`src/rtl/dsp_irq_defines.svh`:
```
/*
   Constants for the interrupt and low-power controller: register offsets,
   field positions, reset values, vectors and wake-up timing.
   Assumes 32-bit classic Wishbone, byte addresses, one word per register.
*/
`ifndef DSP_IRQ_DEFINES_SVH
`define DSP_IRQ_DEFINES_SVH

// ==========================================================
// register offsets (byte addresses)
`define OFS_MASK      8'h00
`define OFS_CTRL      8'h04
`define OFS_FORCE     8'h08
`define OFS_CMD       8'h0c
`define OFS_STAT      8'h10
`define OFS_INFO      8'h14

// ==========================================================
// sources, index 0 is highest priority after reset
`define NSRC          11
`define NMASK         10
`define SRC_PWD       0
`define SRC_CFG_A     1
`define SRC_LVL1      2
`define SRC_LVL0      3
`define SRC_P0_TX     4
`define SRC_P0_RX     5
`define SRC_EDGE      6
`define SRC_BYTE_DMA_PORT      7
`define SRC_P1_TX     8
`define SRC_P1_RX     9
`define SRC_TIMER     10
`define VEC_RESET     14'h0000
`define VEC_PWD       14'h002c

// ==========================================================
// control register fields
`define CTL_EDGE_CFG_A 0
`define CTL_EDGE_ALT1  1
`define CTL_EDGE_ALT0  2
`define CTL_NEST       4
`define CTL_PORT1_IRQ  5
`define CTL_POWER_UP_CONTEXT_RESET       6
`define CTL_OSC_STOP   7
`define CTL_FLAG_OUT   8
`define CTL_W          9
`define CTRL_RST       9'h000
`define MASK_RST       10'h000

// force/clear: force in [10:0], clear in [26:16]
`define FC_CLR_LSB    16

// command register fields
`define CMD_ENA       0
`define CMD_DIS       1
`define CMD_IDLE      2
`define CMD_DIV_LSB   3
`define CMD_PD        6
`define CMD_RTI       7

// ==========================================================
// timing: input clock runs at half the processor cycle rate
`define INPUT_CLOCK_PER_CYC  2
`define WAKE_RUN_INPUT_CLOCK 200
`define WAKE_OSC_INPUT_CLOCK 4096
`define STACK_DEPTH    12

`endif

```
`src/rtl/dsp_irq_pkg.sv`:
```
/*
   Types for the interrupt and low-power controller.
   Assumes dsp_irq_defines.svh supplies the numeric constants.
*/
package dsp_irq_pkg;
   // low-power sequencing state
   typedef enum logic [1:0] {
      ST_RUN,
      ST_IDLE,
      ST_PD,
      ST_WAKE
   } lp_state_t;

   typedef logic [3:0] src_idx_t;
endpackage : dsp_irq_pkg

```
`src/rtl/dsp_interrupt_and_low_power.sv`:
```
/*
   Interrupt controller and low-power control: latches, masks, ranks and
   vectors eleven sources, keeps a status stack, runs idle, slow idle and
   power-down sequencing. Registers sit on a classic Wishbone slave.
   Assumes pins are synchronous to clk_i and clk_i is the processor cycle.
*/
// How it works
// - eleven sources plus reset, fixed ranking, all maskable except power-down.
// - four active-low pins: configurable, two level, one edge on flag pins.
// - port-one reconfig turns its pins into two more irqs and flag in/out.
// - three configurable pins pick edge or level; others are fixed sense.
// - vectors: reset 0000, power-down 002c, then 0004..0028 by rank.
// - pending AND mask, highest surviving request is chosen.
// - control register picks nested or sequential and holds sense bits.
// - mask write blocks all interrupts for one instruction cycle.
// - write-only force/clear register sets or clears pending requests.
// - twelve-deep status stack saved on entry, restored on return.
// - global enable/disable gates every interrupt including power-down.
// - global enable is on after reset.
// - power-down pin or force bit raises edge interrupt; entry comes later.
// - wake after 200 input clocks, or 4096 when oscillator stopped.
// - context bit picks resume or clean restart after power-down.
// - reset ends power-down.
// - acknowledge output shows that power-down was entered.
// - idle halts until an unmasked interrupt, then services and continues.
// - slow idle divides cycle rate by 16, 32, 64 or 128; none is idle.
// - slow idle may hold up to divisor cycles after an interrupt.
// - shared pins act as flag and interrupt at once.
`timescale 1ns/100ps
`include "dsp_irq_defines.svh"

module dsp_interrupt_and_low_power
   import dsp_irq_pkg::*;
#(
   parameter int WAKE_RUN_CYCLES = `WAKE_RUN_INPUT_CLOCK * `INPUT_CLOCK_PER_CYC,
   parameter int WAKE_OSC_CYCLES = `WAKE_OSC_INPUT_CLOCK * `INPUT_CLOCK_PER_CYC
) (
   input  wire logic        clk_i,
   input  wire logic        nrst_i,
   // wishbone slave
   input  wire logic        wb_cyc_i,
   input  wire logic        wb_stb_i,
   input  wire logic        wb_we_i,
   input  wire logic [7:0]  wb_adr_i,
   input  wire logic [3:0]  wb_sel_i,
   input  wire logic [31:0] wb_dat_i,
   output logic      [31:0] wb_dat_o,
   output logic             wb_ack_o,
   // external pins; irq and power-down request inputs active low, flags and ack active high
   input  wire logic        ext_irq_cfg_a_n_i,
   input  wire logic        ext_level_irq_0_n_i,
   input  wire logic        ext_level_irq_1_n_i,
   input  wire logic        ext_edge_irq_n_i,
   input  wire logic        port1_alt_irq_0_n_i,
   input  wire logic        port1_alt_irq_1_n_i,
   input  wire logic        port1_flag_in_i,
   output logic             port1_flag_out_o,
   input  wire logic        power_down_request_pin_n_i,
   output logic             power_down_ack_o,
   // internal event pulses
   input  wire logic        port0_tx_i,
   input  wire logic        port0_rx_i,
   input  wire logic        port1_tx_i,
   input  wire logic        port1_rx_i,
   input  wire logic        byte_dma_port_i,
   input  wire logic        timer_i,
   // sequencer side
   input  wire logic        ret_i,
   input  wire logic        push_i,
   input  wire logic        pop_i,
   input  wire logic [15:0] status_i,
   output logic      [15:0] status_o,
   output logic             int_take_o,
   output logic      [13:0] int_vector_o,
   output logic             halt_o,
   output logic             cycle_en_o,
   output logic             context_clear_o
);

   // ==========================================================
   // helpers
   function automatic src_idx_t first_idx(input logic [`NSRC-1:0] v);
      first_idx = 4'hf;
      for (int i = `NSRC - 1; i >= 0; i--) begin
         if (v[i]) begin
            first_idx = src_idx_t'(i);
         end
      end
   endfunction : first_idx

   function automatic logic [`NSRC-1:0] one_hot(input src_idx_t idx);
      one_hot = '0;
      if (idx < 4'(`NSRC)) begin
         one_hot[idx] = 1'b1;
      end
   endfunction : one_hot

   function automatic logic [15:0] merge16(input logic [15:0] old,
                                          input logic [31:0] din,
                                          input logic [3:0]  sel);
      merge16 = old;
      if (sel[0]) begin
         merge16[7:0] = din[7:0];
      end
      if (sel[1]) begin
         merge16[15:8] = din[15:8];
      end
   endfunction : merge16

   // ==========================================================
   // reset release
   logic rst_meta_reg;
   logic rst_n;

   // release through two flops so every flop leaves reset on one edge
   always_ff @(posedge clk_i or negedge nrst_i) begin
      if (!nrst_i) begin
         rst_meta_reg <= 1'b0;
         rst_n        <= 1'b0;
      end else begin
         rst_meta_reg <= 1'b1;
         rst_n        <= rst_meta_reg;
      end
   end

   // ==========================================================
   // state declarations
   logic [`NMASK-1:0] mask_reg;
   logic [`CTL_W-1:0] ctrl_reg;
   logic [`NSRC-1:0]  latch_reg;
   logic [`NSRC-1:0]  prev_reg;
   logic [`NSRC-1:0]  svc_reg;
   logic              gie_reg;
   logic              blk_reg;
   lp_state_t         state_reg;
   logic [7:0]        div_cnt_reg;
   logic [7:0]        div_lim_reg;
   logic [15:0]       wake_cnt_reg;
   logic [3:0]        sp_reg;
   logic              ovf_reg;
   logic [15:0]       stack_mem [`STACK_DEPTH];

   // ==========================================================
   // bus decode
   logic        wr_req;
   logic [15:0] fc_force;
   logic [15:0] fc_clear;
   logic        cmd_wr;

   // a request is taken once, on the edge that raises ack
   assign wr_req   = wb_cyc_i & wb_stb_i & wb_we_i & ~wb_ack_o;
   assign cmd_wr   = wr_req & (wb_adr_i == `OFS_CMD);
   assign fc_force = (wr_req && wb_adr_i == `OFS_FORCE) ? merge16('0, wb_dat_i, wb_sel_i) : '0;
   assign fc_clear = (wr_req && wb_adr_i == `OFS_FORCE) ? merge16('0, wb_dat_i >> `FC_CLR_LSB, wb_sel_i >> 2) : '0;

   // ==========================================================
   // source levels and sense
   logic [`NSRC-1:0] act;
   logic [`NSRC-1:0] edge_sel;
   logic             p1_irq;

   assign p1_irq = ctrl_reg[`CTL_PORT1_IRQ];

   // shared pins are read as resolved levels, so a flag set by software also fires
   always_comb begin
      act                = '0;
      act[`SRC_PWD]      = ~power_down_request_pin_n_i;
      act[`SRC_CFG_A]    = ~ext_irq_cfg_a_n_i;
      act[`SRC_LVL1]     = ~ext_level_irq_1_n_i;
      act[`SRC_LVL0]     = ~ext_level_irq_0_n_i;
      act[`SRC_P0_TX]    = port0_tx_i;
      act[`SRC_P0_RX]    = port0_rx_i;
      act[`SRC_EDGE]     = ~ext_edge_irq_n_i;
      act[`SRC_BYTE_DMA_PORT]     = byte_dma_port_i;
      act[`SRC_P1_TX]    = p1_irq ? ~port1_alt_irq_1_n_i : port1_tx_i;
      act[`SRC_P1_RX]    = p1_irq ? ~port1_alt_irq_0_n_i : port1_rx_i;
      act[`SRC_TIMER]    = timer_i;
   end

   // internal pulses count as edges; only three pins have a choice
   always_comb begin
      edge_sel             = '1;
      edge_sel[`SRC_CFG_A] = ctrl_reg[`CTL_EDGE_CFG_A];
      edge_sel[`SRC_LVL1]  = 1'b0;
      edge_sel[`SRC_LVL0]  = 1'b0;
      edge_sel[`SRC_P1_TX] = ~p1_irq | ctrl_reg[`CTL_EDGE_ALT1];
      edge_sel[`SRC_P1_RX] = ~p1_irq | ctrl_reg[`CTL_EDGE_ALT0];
   end

   // ==========================================================
   // pending, masking, priority
   logic [`NSRC-1:0] set_evt;
   logic [`NSRC-1:0] pending;
   logic [`NSRC-1:0] cand;
   src_idx_t         sel_idx;
   src_idx_t         svc_top;
   logic             allow;
   logic             want;
   logic             take;
   logic             ret;

   // while powered down the pin edge only wakes the core, it must not also latch a request
   logic [`NSRC-1:0] pd_hold;
   assign pd_hold = (state_reg == ST_PD || state_reg == ST_WAKE) ? one_hot(4'(`SRC_PWD)) : '0;
   // a level source is pending only while held; only a force write latches it
   assign set_evt = (edge_sel & act & ~prev_reg & ~pd_hold)
                  | fc_force[`NSRC-1:0];
   assign pending = latch_reg | (~edge_sel & act);
   assign cand    = pending & {mask_reg, 1'b1} & {`NSRC{gie_reg & ~blk_reg}};
   assign sel_idx = first_idx(cand);
   assign svc_top = first_idx(svc_reg);
   // nested lets a higher rank cut in; sequential waits for the return
   assign allow   = (svc_reg == '0) | (ctrl_reg[`CTL_NEST] & (sel_idx < svc_top));
   assign want    = (cand != '0) & allow;
   assign take    = want & cycle_en_o & (state_reg == ST_RUN);
   assign ret     = ret_i | (cmd_wr & wb_sel_i[0] & wb_dat_i[`CMD_RTI]);

   // previous pin levels for edge detection
   always_ff @(posedge clk_i or negedge rst_n) begin
      if (!rst_n) begin
         prev_reg <= '1;
      end else begin
         prev_reg <= act;
      end
   end

   // latched requests; a new event wins over a clear in the same cycle
   always_ff @(posedge clk_i or negedge rst_n) begin
      if (!rst_n) begin
         latch_reg <= '0;
      end else begin
         latch_reg <= (latch_reg & ~fc_clear[`NSRC-1:0] & ~(take ? one_hot(sel_idx) : '0)) | set_evt;
      end
   end

   // in-service levels drive the nesting decision
   always_ff @(posedge clk_i or negedge rst_n) begin
      if (!rst_n) begin
         svc_reg <= '0;
      end else if (state_reg == ST_WAKE && wake_cnt_reg == '0 && ctrl_reg[`CTL_POWER_UP_CONTEXT_RESET]) begin
         svc_reg <= '0;
      end else begin
         svc_reg <= (svc_reg & ~(ret ? one_hot(svc_top) : '0)) | (take ? one_hot(sel_idx) : '0);
      end
   end

   // ==========================================================
   // mask, control, global enable
   always_ff @(posedge clk_i or negedge rst_n) begin
      if (!rst_n) begin
         mask_reg <= `MASK_RST;
         ctrl_reg <= `CTRL_RST;
      end else if (wr_req && wb_adr_i == `OFS_MASK) begin
         mask_reg <= `NMASK'(merge16(16'(mask_reg), wb_dat_i, wb_sel_i));
      end else if (wr_req && wb_adr_i == `OFS_CTRL) begin
         ctrl_reg <= `CTL_W'(merge16(16'(ctrl_reg), wb_dat_i, wb_sel_i));
      end
   end

   // one instruction cycle of blocking after a mask write
   always_ff @(posedge clk_i or negedge rst_n) begin
      if (!rst_n) begin
         blk_reg <= 1'b0;
      end else if (wr_req && wb_adr_i == `OFS_MASK) begin
         blk_reg <= 1'b1;
      end else if (cycle_en_o) begin
         blk_reg <= 1'b0;
      end
   end

   // enable/disable commands; serial and dma transfers never look at this
   always_ff @(posedge clk_i or negedge rst_n) begin
      if (!rst_n) begin
         gie_reg <= 1'b1;
      end else if (cmd_wr && wb_sel_i[0] && wb_dat_i[`CMD_DIS]) begin
         gie_reg <= 1'b0;
      end else if (cmd_wr && wb_sel_i[0] && wb_dat_i[`CMD_ENA]) begin
         gie_reg <= 1'b1;
      end
   end

   // ==========================================================
   // status stack, shared with loops and subroutines
   logic do_push;
   logic do_pop;

   assign do_push = take | push_i;
   assign do_pop  = ret | pop_i;

   // overflow drops the push and sets a sticky flag
   always_ff @(posedge clk_i or negedge rst_n) begin
      if (!rst_n) begin
         sp_reg  <= '0;
         ovf_reg <= 1'b0;
      end else if (state_reg == ST_WAKE && wake_cnt_reg == '0 && ctrl_reg[`CTL_POWER_UP_CONTEXT_RESET]) begin
         sp_reg  <= '0;
      end else if (do_push && !do_pop) begin
         if (sp_reg == 4'(`STACK_DEPTH)) begin
            ovf_reg <= 1'b1;
         end else begin
            sp_reg  <= sp_reg + 4'h1;
         end
      end else if (do_pop && !do_push && sp_reg != '0) begin
         sp_reg <= sp_reg - 4'h1;
      end
   end

   // stack memory: no reset, contents are only valid below the pointer
   always_ff @(posedge clk_i) begin
      if (do_push && !do_pop && sp_reg < 4'(`STACK_DEPTH)) begin
         stack_mem[sp_reg] <= status_i;
      end
   end

   // restored status is presented from a flop on each pop
   always_ff @(posedge clk_i or negedge rst_n) begin
      if (!rst_n) begin
         status_o <= '0;
      end else if (do_pop && !do_push && sp_reg != '0) begin
         status_o <= stack_mem[sp_reg - 4'h1];
      end
   end

   // ==========================================================
   // cycle enable divider for slow idle
   always_ff @(posedge clk_i or negedge rst_n) begin
      if (!rst_n) begin
         div_cnt_reg <= '0;
         cycle_en_o  <= 1'b0;
      end else begin
         div_cnt_reg <= (div_cnt_reg >= div_lim_reg) ? 8'h00 : div_cnt_reg + 8'h01;
         // clocks stop entirely while powered down or waking
         cycle_en_o  <= (div_cnt_reg >= div_lim_reg) && (state_reg == ST_RUN || state_reg == ST_IDLE);
      end
   end

   // ==========================================================
   // low-power sequencing
   logic [2:0] div_code;
   assign div_code = wb_dat_i[`CMD_DIV_LSB +: 3];

   always_ff @(posedge clk_i or negedge rst_n) begin
      if (!rst_n) begin
         state_reg    <= ST_RUN;
         div_lim_reg  <= '0;
         wake_cnt_reg <= '0;
      end else begin
         unique case (state_reg)
            ST_RUN: begin
               if (cmd_wr && wb_sel_i[0] && wb_dat_i[`CMD_PD]) begin
                  state_reg <= ST_PD;
               end else if (cmd_wr && wb_sel_i[0] && wb_dat_i[`CMD_IDLE]) begin
                  state_reg   <= ST_IDLE;
                  // code 1..4 selects 16..128; anything else is plain idle
                  unique case (div_code)
                     3'd1:    div_lim_reg <= 8'd15;
                     3'd2:    div_lim_reg <= 8'd31;
                     3'd3:    div_lim_reg <= 8'd63;
                     3'd4:    div_lim_reg <= 8'd127;
                     default: div_lim_reg <= 8'd0;
                  endcase
               end
            end
            ST_IDLE: begin
               // a request is seen only on a slowed cycle, hence up to n cycles of lag
               if (want && cycle_en_o) begin
                  state_reg   <= ST_RUN;
                  div_lim_reg <= '0;
               end
            end
            ST_PD: begin
               if (act[`SRC_PWD] && !prev_reg[`SRC_PWD]) begin
                  state_reg    <= ST_WAKE;
                  wake_cnt_reg <= ctrl_reg[`CTL_OSC_STOP] ? 16'(WAKE_OSC_CYCLES - 1)
                                                          : 16'(WAKE_RUN_CYCLES - 1);
               end
            end
            ST_WAKE: begin
               if (wake_cnt_reg == '0) begin
                  state_reg <= ST_RUN;
               end else begin
                  wake_cnt_reg <= wake_cnt_reg - 16'h1;
               end
            end
         endcase
      end
   end

   // ==========================================================
   // sequencer outputs
   logic wake_done;
   assign wake_done = (state_reg == ST_WAKE) && (wake_cnt_reg == '0);

   always_ff @(posedge clk_i or negedge rst_n) begin
      if (!rst_n) begin
         int_take_o      <= 1'b0;
         int_vector_o    <= `VEC_RESET;
         context_clear_o <= 1'b0;
      end else begin
         int_take_o      <= take | (wake_done & ctrl_reg[`CTL_POWER_UP_CONTEXT_RESET]);
         context_clear_o <= wake_done & ctrl_reg[`CTL_POWER_UP_CONTEXT_RESET];
         if (wake_done && ctrl_reg[`CTL_POWER_UP_CONTEXT_RESET]) begin
            int_vector_o <= `VEC_RESET;
         end else if (take) begin
            int_vector_o <= (sel_idx == 4'(`SRC_PWD)) ? `VEC_PWD : {8'h00, sel_idx, 2'b00};
         end
      end
   end

   // halt and acknowledge follow the state one cycle later
   always_ff @(posedge clk_i or negedge rst_n) begin
      if (!rst_n) begin
         halt_o           <= 1'b0;
         power_down_ack_o <= 1'b0;
         port1_flag_out_o <= 1'b0;
      end else begin
         halt_o           <= (state_reg != ST_RUN);
         power_down_ack_o <= (state_reg == ST_PD) || (state_reg == ST_WAKE);
         port1_flag_out_o <= p1_irq & ctrl_reg[`CTL_FLAG_OUT];
      end
   end

   // ==========================================================
   // wishbone answer, one wait state, unmapped reads give zero
   always_ff @(posedge clk_i or negedge rst_n) begin
      if (!rst_n) begin
         wb_ack_o <= 1'b0;
         wb_dat_o <= '0;
      end else begin
         wb_ack_o <= wb_cyc_i & wb_stb_i & ~wb_ack_o;
         wb_dat_o <= '0;
         if (wb_cyc_i && wb_stb_i && !wb_we_i && !wb_ack_o) begin
            unique case (wb_adr_i)
               `OFS_MASK: wb_dat_o <= 32'(mask_reg);
               `OFS_CTRL: wb_dat_o <= 32'(ctrl_reg);
               `OFS_STAT: wb_dat_o <= {sp_reg, gie_reg, svc_reg, 5'h00, pending};
               `OFS_INFO: wb_dat_o <= {8'h00, blk_reg, ovf_reg, port1_flag_in_i, state_reg,
                                       1'b0, halt_o, power_down_ack_o, 2'b00, int_vector_o};
               default:   wb_dat_o <= '0;
            endcase
         end
      end
   end

endmodule : dsp_interrupt_and_low_power

```
`config.mk`:
```
export PLATFORM = sky130hd
export DESIGN_NAME = dsp_interrupt_and_low_power
export DESIGN_NICKNAME = d
export VERILOG_FILES = /design/src/rtl/dsp_irq_pkg.sv /design/src/rtl/dsp_interrupt_and_low_power.sv
export VERILOG_INCLUDE_DIRS = /design/src /design/src/rtl
export SDC_FILE = /design/constraint.sdc
export NUM_CORES = 1
export LEC_CHECK = 0
export BUFFER_PORTS_ARGS = -buffer_cell sky130_fd_sc_hd__buf_2
export CAP_MARGIN = 20
export CORE_ASPECT_RATIO = 0.9
export CORE_UTILIZATION = 45
export DETAILED_ROUTE_END_ITERATION = 16
export GPL_TIMING_DRIVEN = 0
export MAX_ROUTING_LAYER = met4
export PLACE_DENSITY_LB_ADDON = 0.12
export SYNTH_ARGS = -nofsm -noshare
export SYNTH_HDL_FRONTEND = slang
export SYNTH_SLANG_ARGS = --single-unit
```
`constraint.sdc`:
```
create_clock -name clk_i -period 4.8 [get_ports clk_i]
set_input_delay 0.96 -clock clk_i [delete_from_list [all_inputs] [get_ports clk_i]]
set_output_delay 0.96 -clock clk_i [all_outputs]
set_load 0.01 [all_outputs]
```
==> impl_metrics.tcl, run 1 <==
set metrics [dict create \
    status "completed" \
    fmax_mhz 221 \
    min_period_over_period_pct 94.4 \
    cpPeakStageDelay_ps 810 \
    r2r_start "ctrl_reg[5]" \
    crit_slowest_cell "and3_1" \
    synth-async-reset-ratio_pct 42.7 \
    p_sw_uw 2590 \
    drtIter0Drc 913 \
    finalMaxSlewViolations 0 \
    synth_cell_type_count 71 \
    arrival_ps 4660 \
    peakVddDrop_v 0.000272 \
    post_cts_buffers 0 \
    syn2layout_area_growth_pct 17.3 \
    grt_pass1_vias 8808 \
    leakagePower_uw 0.00674 \
    startpoint "ctrl_reg[5]" \
    root_buffer "clkbuf_16" \
    synth_top_area_share_pct 40.0 \
    regMostFlops "stack_mem" \
    r2r_slack_ps 270 \
    combPwrFrac_pct 27.4 \
    io_pins 151 \
    required_ps 4930 \
    reg2reg_to "stack_mem[10][14]" \
    netlist_area_sq_um 14400 \
    clkPwrFrac_pct 33.4 \
    hold_class "in2async" \
    slew_headroom_pct 35.6 \
    drive_above_1_share_pct 24.3 \
    track_usage_pct 23.0 \
    drc 0 \
    intPower_uw 5820 \
    fin_area_sq_um 16900 \
    worst_pin_slew_ps 957 \
    dieArea_sq_um 32700 \
    cts_tree "built" \
    die_w_microns 191 \
    antenna_found_initial 2 \
    routed_wl_microns 35200 \
    hold_viol 0 \
    place_ws_ps -447 \
    maxCapViolations 0 \
    cpMostUsedCell "o21ai_0" \
    firstDrtPassIters 5 \
    crit_chain "nor3b_1 -> o21ai_0 -> nand2_1 -> a31oi_1 -> o21a_1 -> ha_1 -> or2_2 -> o31ai_1 -> o211a_1 -> o21ai_0 -> nor2_1 -> and3_1" \
    drt-met1-wl_microns 17900 \
    fin_hold_ws_ps 217 \
    clk_latency_ps 530 \
    cts_buffers 36 \
    rows 61 \
    pwr_density_cell_nw_per_um2 498 \
    fin_skew_ps 24.5 \
    yosysWarnings 0 \
    seqPwrFrac_pct 39.2 \
    io_buffers 123 \
    syn_inst 1038 \
    postSynthAreaPerCell_sq_um 13.9 \
    worstSetupPathType "reg2reg" \
    core_sq_um 31200 \
    largest_register_ffs 192 \
    fin_cells 1653 \
    place_area_sq_um 15600 \
    end_kind "flip-flop" \
    die_height_microns 172 \
    grt_pass1_wl_microns 54100 \
    grt-ovfl-total 0 \
    via_count 9274 \
    totalPowerFinal_uw 8410 \
    clkSlewWorstSetupHoldPaths_ps 60 \
    hpwl_microns 24600 \
    top_regs "stack_mem: 192 flops, wb_dat_o: 27 flops" \
    fin_ws_ps 269 \
    clock_path_buffers 3 \
    grt_max_degree 58 \
    h-tree-depth 2 \
    ant_nets 0 \
    setup_viol 0 \
    synth_top_area_cell "edfxtp_1" \
    placed_cells 1586 \
    synth_edf_count 192 \
    place_congestion 0.927 \
    cp-endpoint "stack_mem[10][14]" \
    wl_met2_microns 14400 \
    ys.flop_type "edfxtp_1" \
    synth.top_cells.by_area "edfxtp_1 (40%), dfrtp_1 (23%), mux4_2 (8.1%)" \
    nets 1314 \
    routed.top_layer "met4" \
    avgRoutedWirePerCell_microns 21.3 \
    postCtsHoldBufs 0 \
    switching_share_pct 30.8 \
    ys_ff_latch 335 \
    start_util_pct 46.2 \
    period_needed_ps 4530 \
    cts.repair.resized 0 \
    critPathLaunchType "flip-flop" \
    ff2ff_path_depth 12 \
    ys_seq_area_share_pct 64.9 \
    wl_met3_microns 2290 \
    crit_fanout 16 \
    viasPerCell 5.61 \
    grt_setup_unrepaired "false" \
    clock_sinks 335 \
]
==> power groups by stage <==
stage | registers, uW | clock network, uW | logic, uW
2_1_floorplan | 3380 | 0 | 1480
3_3_place_gp | 3370 | 0 | 2270
3_5_place_dp | 3360 | 0 | 2300
4_1_cts | 3300 | 2870 | 2310
5_1_grt | 3320 | 2980 | 2530
6_report | 3300 | 2810 | 2310
==> synthesized netlist by cell type, types with 5 or more instances <==
cell type    n
nand2b_1     9
edfxtp_1   192
nor4_1       5
nor3_1      19
a21o_1       5
xor2_1       6
a22oi_1      6
and2_1      17
nand3_1     16
nand2_1     78
mux2i_1     27
o21ai_0     58
and3_1      20
xnor2_1      8
nand4_1      6
buf_4       15
dfstp_2     10
ha_1        16
nor2_1      81
a221o_1      8
a31oi_1     15
a21oi_1     54
inv_1       36
clkbuf_1    36
mux2_2      20
buf_1        5
nor2b_1      8
dfrtp_1    133
mux4_2      52
==> final cells by class <==
| class | instances | area (sq um) |
|---|---|---|
| Multi-Input combinational cell | 625 | 4720 |
| Timing Repair Buffer | 126 | 686 |
| Clock buffer | 41 | 920 |
| Buffer | 56 | 273 |
| Sequential cell | 335 | 9360 |
| Tap cell | 409 | 512 |
| Inverter | 36 | 135 |
| Clock inverter | 23 | 284 |
| Antenna cell | 2 | 5.00 |
| Fill cell | 2640 | 14300 |
==> cells by family (layout without fill, tap and decap cells) <==
| group | count (synthesis) | after routing | synth area share, % |
|---|---|---|---|
| adder cells (fa/ha/maj) | 16 | 16 | 1.39 |
| AO/OA/AOI/OAI | 186 | 186 | 8.07 |
| buffers and inverters | 92 | 282 | 2.79 |
| multiplexers | 99 | 99 | 11.6 |
| flip-flops | 335 | 335 | 64.9 |
| AND/OR/NAND/NOR | 294 | 294 | 10.3 |
| other | 2 | 18 | 0.0521 |
| XOR/XNOR | 14 | 14 | 0.851 |
==> worst max-delay path: cells and delay by family (launching register included) <==
family                     cells  cell delay, ps
AOI/OAI and AO/OA              6            1820
adders and majority gates      1             260
DFF                            1             420
and+or+nand+nor                5            1630
==> cell usage in the layout (no fill, tap or decap), types with 17 or more instances in the layout <==
cell | netlist | layout
clkbuf_16 | 0 | 36
o21ai_0 | 58 | 58
nor2_1 | 81 | 81
clkbuf_1 | 36 | 40
a21oi_1 | 54 | 54
mux4_2 | 52 | 52
inv_1 | 36 | 36
and2_1 | 17 | 17
edfxtp_1 | 192 | 192
mux2i_1 | 27 | 27
mux2_2 | 20 | 20
nand2_1 | 78 | 78
dfrtp_1 | 133 | 132
nor3_1 | 19 | 19
buf_2 | 0 | 123
==> how the worst min path moves through the flow <==
stage | to | slack, ps | cells after the start
CTS | rst_n | 200 | 1
finish | rst_n | 220 | 1
global placement | rst_n | 330 | 0
global route | rst_n | 210 | 1
detailed placement | rst_n | 340 | 0
floorplan | rst_n | 330 | 0
==> layer usage <==
metal | GRT usage [%] | vias up
li1 | - | 4235
met4 | 5.53 | 0
met5 | - | -
met3 | 3.06 | 44
met2 | 30.3 | 325
met1 | 36.9 | 4670
==> through the flow <==
stage,utilization [%],setup TNS [ps]
after floorplan,-,0
after global placement,49.9,-236270
after detailed placement,50.1,-61790
after CTS,54.0,0
after global routing,54.1,0
final,54.1,0
(Power assumes the default switching activity.)
==> run 2: changes to the inputs <==
Settings changed: REMOVE_ABC_BUFFERS set to 1.
==> impl_metrics.tcl, run 2 (same netlist as run 1, synthesis figures left out) <==
set metrics [dict create \
    grt_setup_unrepaired "false" \
    startpoint "ctrl_reg[5]" \
    arrival_ps 4940 \
    track_usage_pct 22.0 \
    top_regs "stack_mem: 192 flops, wb_dat_o: 27 flops" \
    multiInputGateArea_sq_um 4760 \
    r2r_start "ctrl_reg[5]" \
    drtIter0Drc 799 \
    end_kind "flip-flop" \
    n_fill_cell 2578 \
    die_w_microns 191 \
    start_util_pct 46.2 \
    grt_max_degree 54 \
    regMostFlops "stack_mem" \
    hold_viol 0 \
    hold_class "in2async" \
    r2r_slack_ps 270 \
    slew_headroom_pct 30.9 \
    grt_pass1_vias 8840 \
    finalMaxSlewViolations 0 \
    leakagePower_uw 0.00680 \
    antenna_found_initial 2 \
    rows 61 \
    root_buffer "clkbuf_16" \
    dieArea_sq_um 32700 \
    via_count 9124 \
    h-tree-depth 2 \
    drc 0 \
    register_area_sq_um 9360 \
    firstDrtPassIters 5 \
    grt_pass1_wl_microns 52000 \
    largest_register_ffs 192 \
    clock_path_buffers 3 \
    routed_wl_microns 34000 \
    grt-ovfl-total 0 \
    maxCapViolations 0 \
    fin_skew_ps 20.8 \
    final_common_cell "edfxtp_1" \
    required_ps 5200 \
    ant_nets 0 \
    drive_above_1_share_pct 26.0 \
    worstSetupPathType "reg2reg" \
    die_height_microns 172 \
    status "completed" \
    io_buffers 125 \
    hpwl_microns 22700 \
    place_congestion 0.909 \
    fin_setup_tns_ps 0 \
    min_period_over_period_pct 94.5 \
    clkSlewWorstSetupHoldPaths_ps 60 \
    reg2reg_to "latch_reg[6]" \
    fmax_mhz 221 \
    clk_latency_ps 530 \
    postCtsHoldBufs 0 \
    ff2ff_path_depth 12 \
    avgRoutedWirePerCell_microns 21.0 \
    fin_cells 1616 \
    viasPerCell 5.65 \
    worst_pin_slew_ps 1030 \
    cts_buffers 37 \
    io_pins 151 \
    cts_tree "built" \
    core_sq_um 31200 \
    clock_sinks 335 \
    crit_fanout 12 \
    setup_viol 0 \
    placed_cells 1545 \
    period_needed_ps 4530 \
    syn2layout_area_growth_pct 18.4 \
    layout_common_cells "edfxtp_1 (192), dfrtp_1 (131), buf_2 (125), nor2_1 (81), nand2_1 (78)" \
    nets 1274 \
    critPathLaunchType "flip-flop" \
    peakVddDrop_v 0.000380 \
    pwr_density_cell_nw_per_um2 501 \
    totalPowerFinal_uw 8550 \
    cp-endpoint "latch_reg[6]" \
]
[run 2: changes by cell type in the layout (fill, tap and decap cells not counted), sizes merged]
cell,change
clkinvlp,-3
buf,-6
clkdlybuf4s15,-1
clkbuf,-29
bufinv,+2
[run 2: how the worst min path moves through the flow]
| stage | from | end | cells after the start |
|---|---|---|---|
| 3_3_place_gp | rst_meta_reg | rst_n | 0 |
| 5_1_grt | nrst_i | rst_n | 1 |
| 2_1_floorplan | rst_meta_reg | rst_n | 0 |
| 6_report | nrst_i | rst_n | 1 |
| 3_5_place_dp | rst_meta_reg | rst_n | 0 |
| 4_1_cts | nrst_i | rst_n | 1 |
[run 2: per-layer routing]
| metal | part of all wire, % | GRT usage (%) |
|---|---|---|
| met5 | 0 | - |
| met4 | 1.8 | 5.46 |
| met3 | 6.1 | 3.61 |
| met2 | 45 | 32.9 |
| met1 | 47 | 31.5 |
[run 2: per-stage QoR]
step	util [%]	hold WS (ps)	area (sq um)	worst slack, ps
after floorplan	-	331	14200	90.1
after CTS	54.6	179	17000	3.44
after global placement	49.1	338	15300	-2230
after detailed placement	50.3	336	15700	-452
final	54.7	207	17100	266
after global routing	54.7	187	17100	24.2
[run 2: power breakdown]
| group | leakage, uW | switching, uW | internal [uW] | total (uW) |
|---|---|---|---|---|
| sequential | 0.00354 | 189 | 3210 | 3400 |
| combinational | 0.00262 | 1110 | 1030 | 2140 |
| clock | 0.000645 | 1150 | 1870 | 3020 |
| total | 0.00680 | 2450 | 6110 | 8550 |
[run 2: worst max-delay path, cell delays in order (launching register included)]
cell and delay [ps]:
dfrtp_1 510, nor3b_1 220, o21ai_0 430, nand2_1 110, a31oi_1 200, o21a_1 240, ha_1 250, or2_2 270
o31ai_1 170, o211ai_1 500, nor3_2 740, nand2_1 330, a221o_1 410
[run 2: cell type report]
cell class | instances | share of cell area (%)
inverters | 36 | 0.792
well taps | 409 | 3.00
multi-input cells | 625 | 27.9
clock inverters | 22 | 1.82
clock buffers | 46 | 5.87
repair buffers | 141 | 5.71
flip-flops and latches | 335 | 54.9
diodes | 2 | 0.0293
[run 2: repair_timing]
item,CTS,global route
gates resized for setup,4,10
buffers inserted,0,0
setup endpoints to repair,49,197
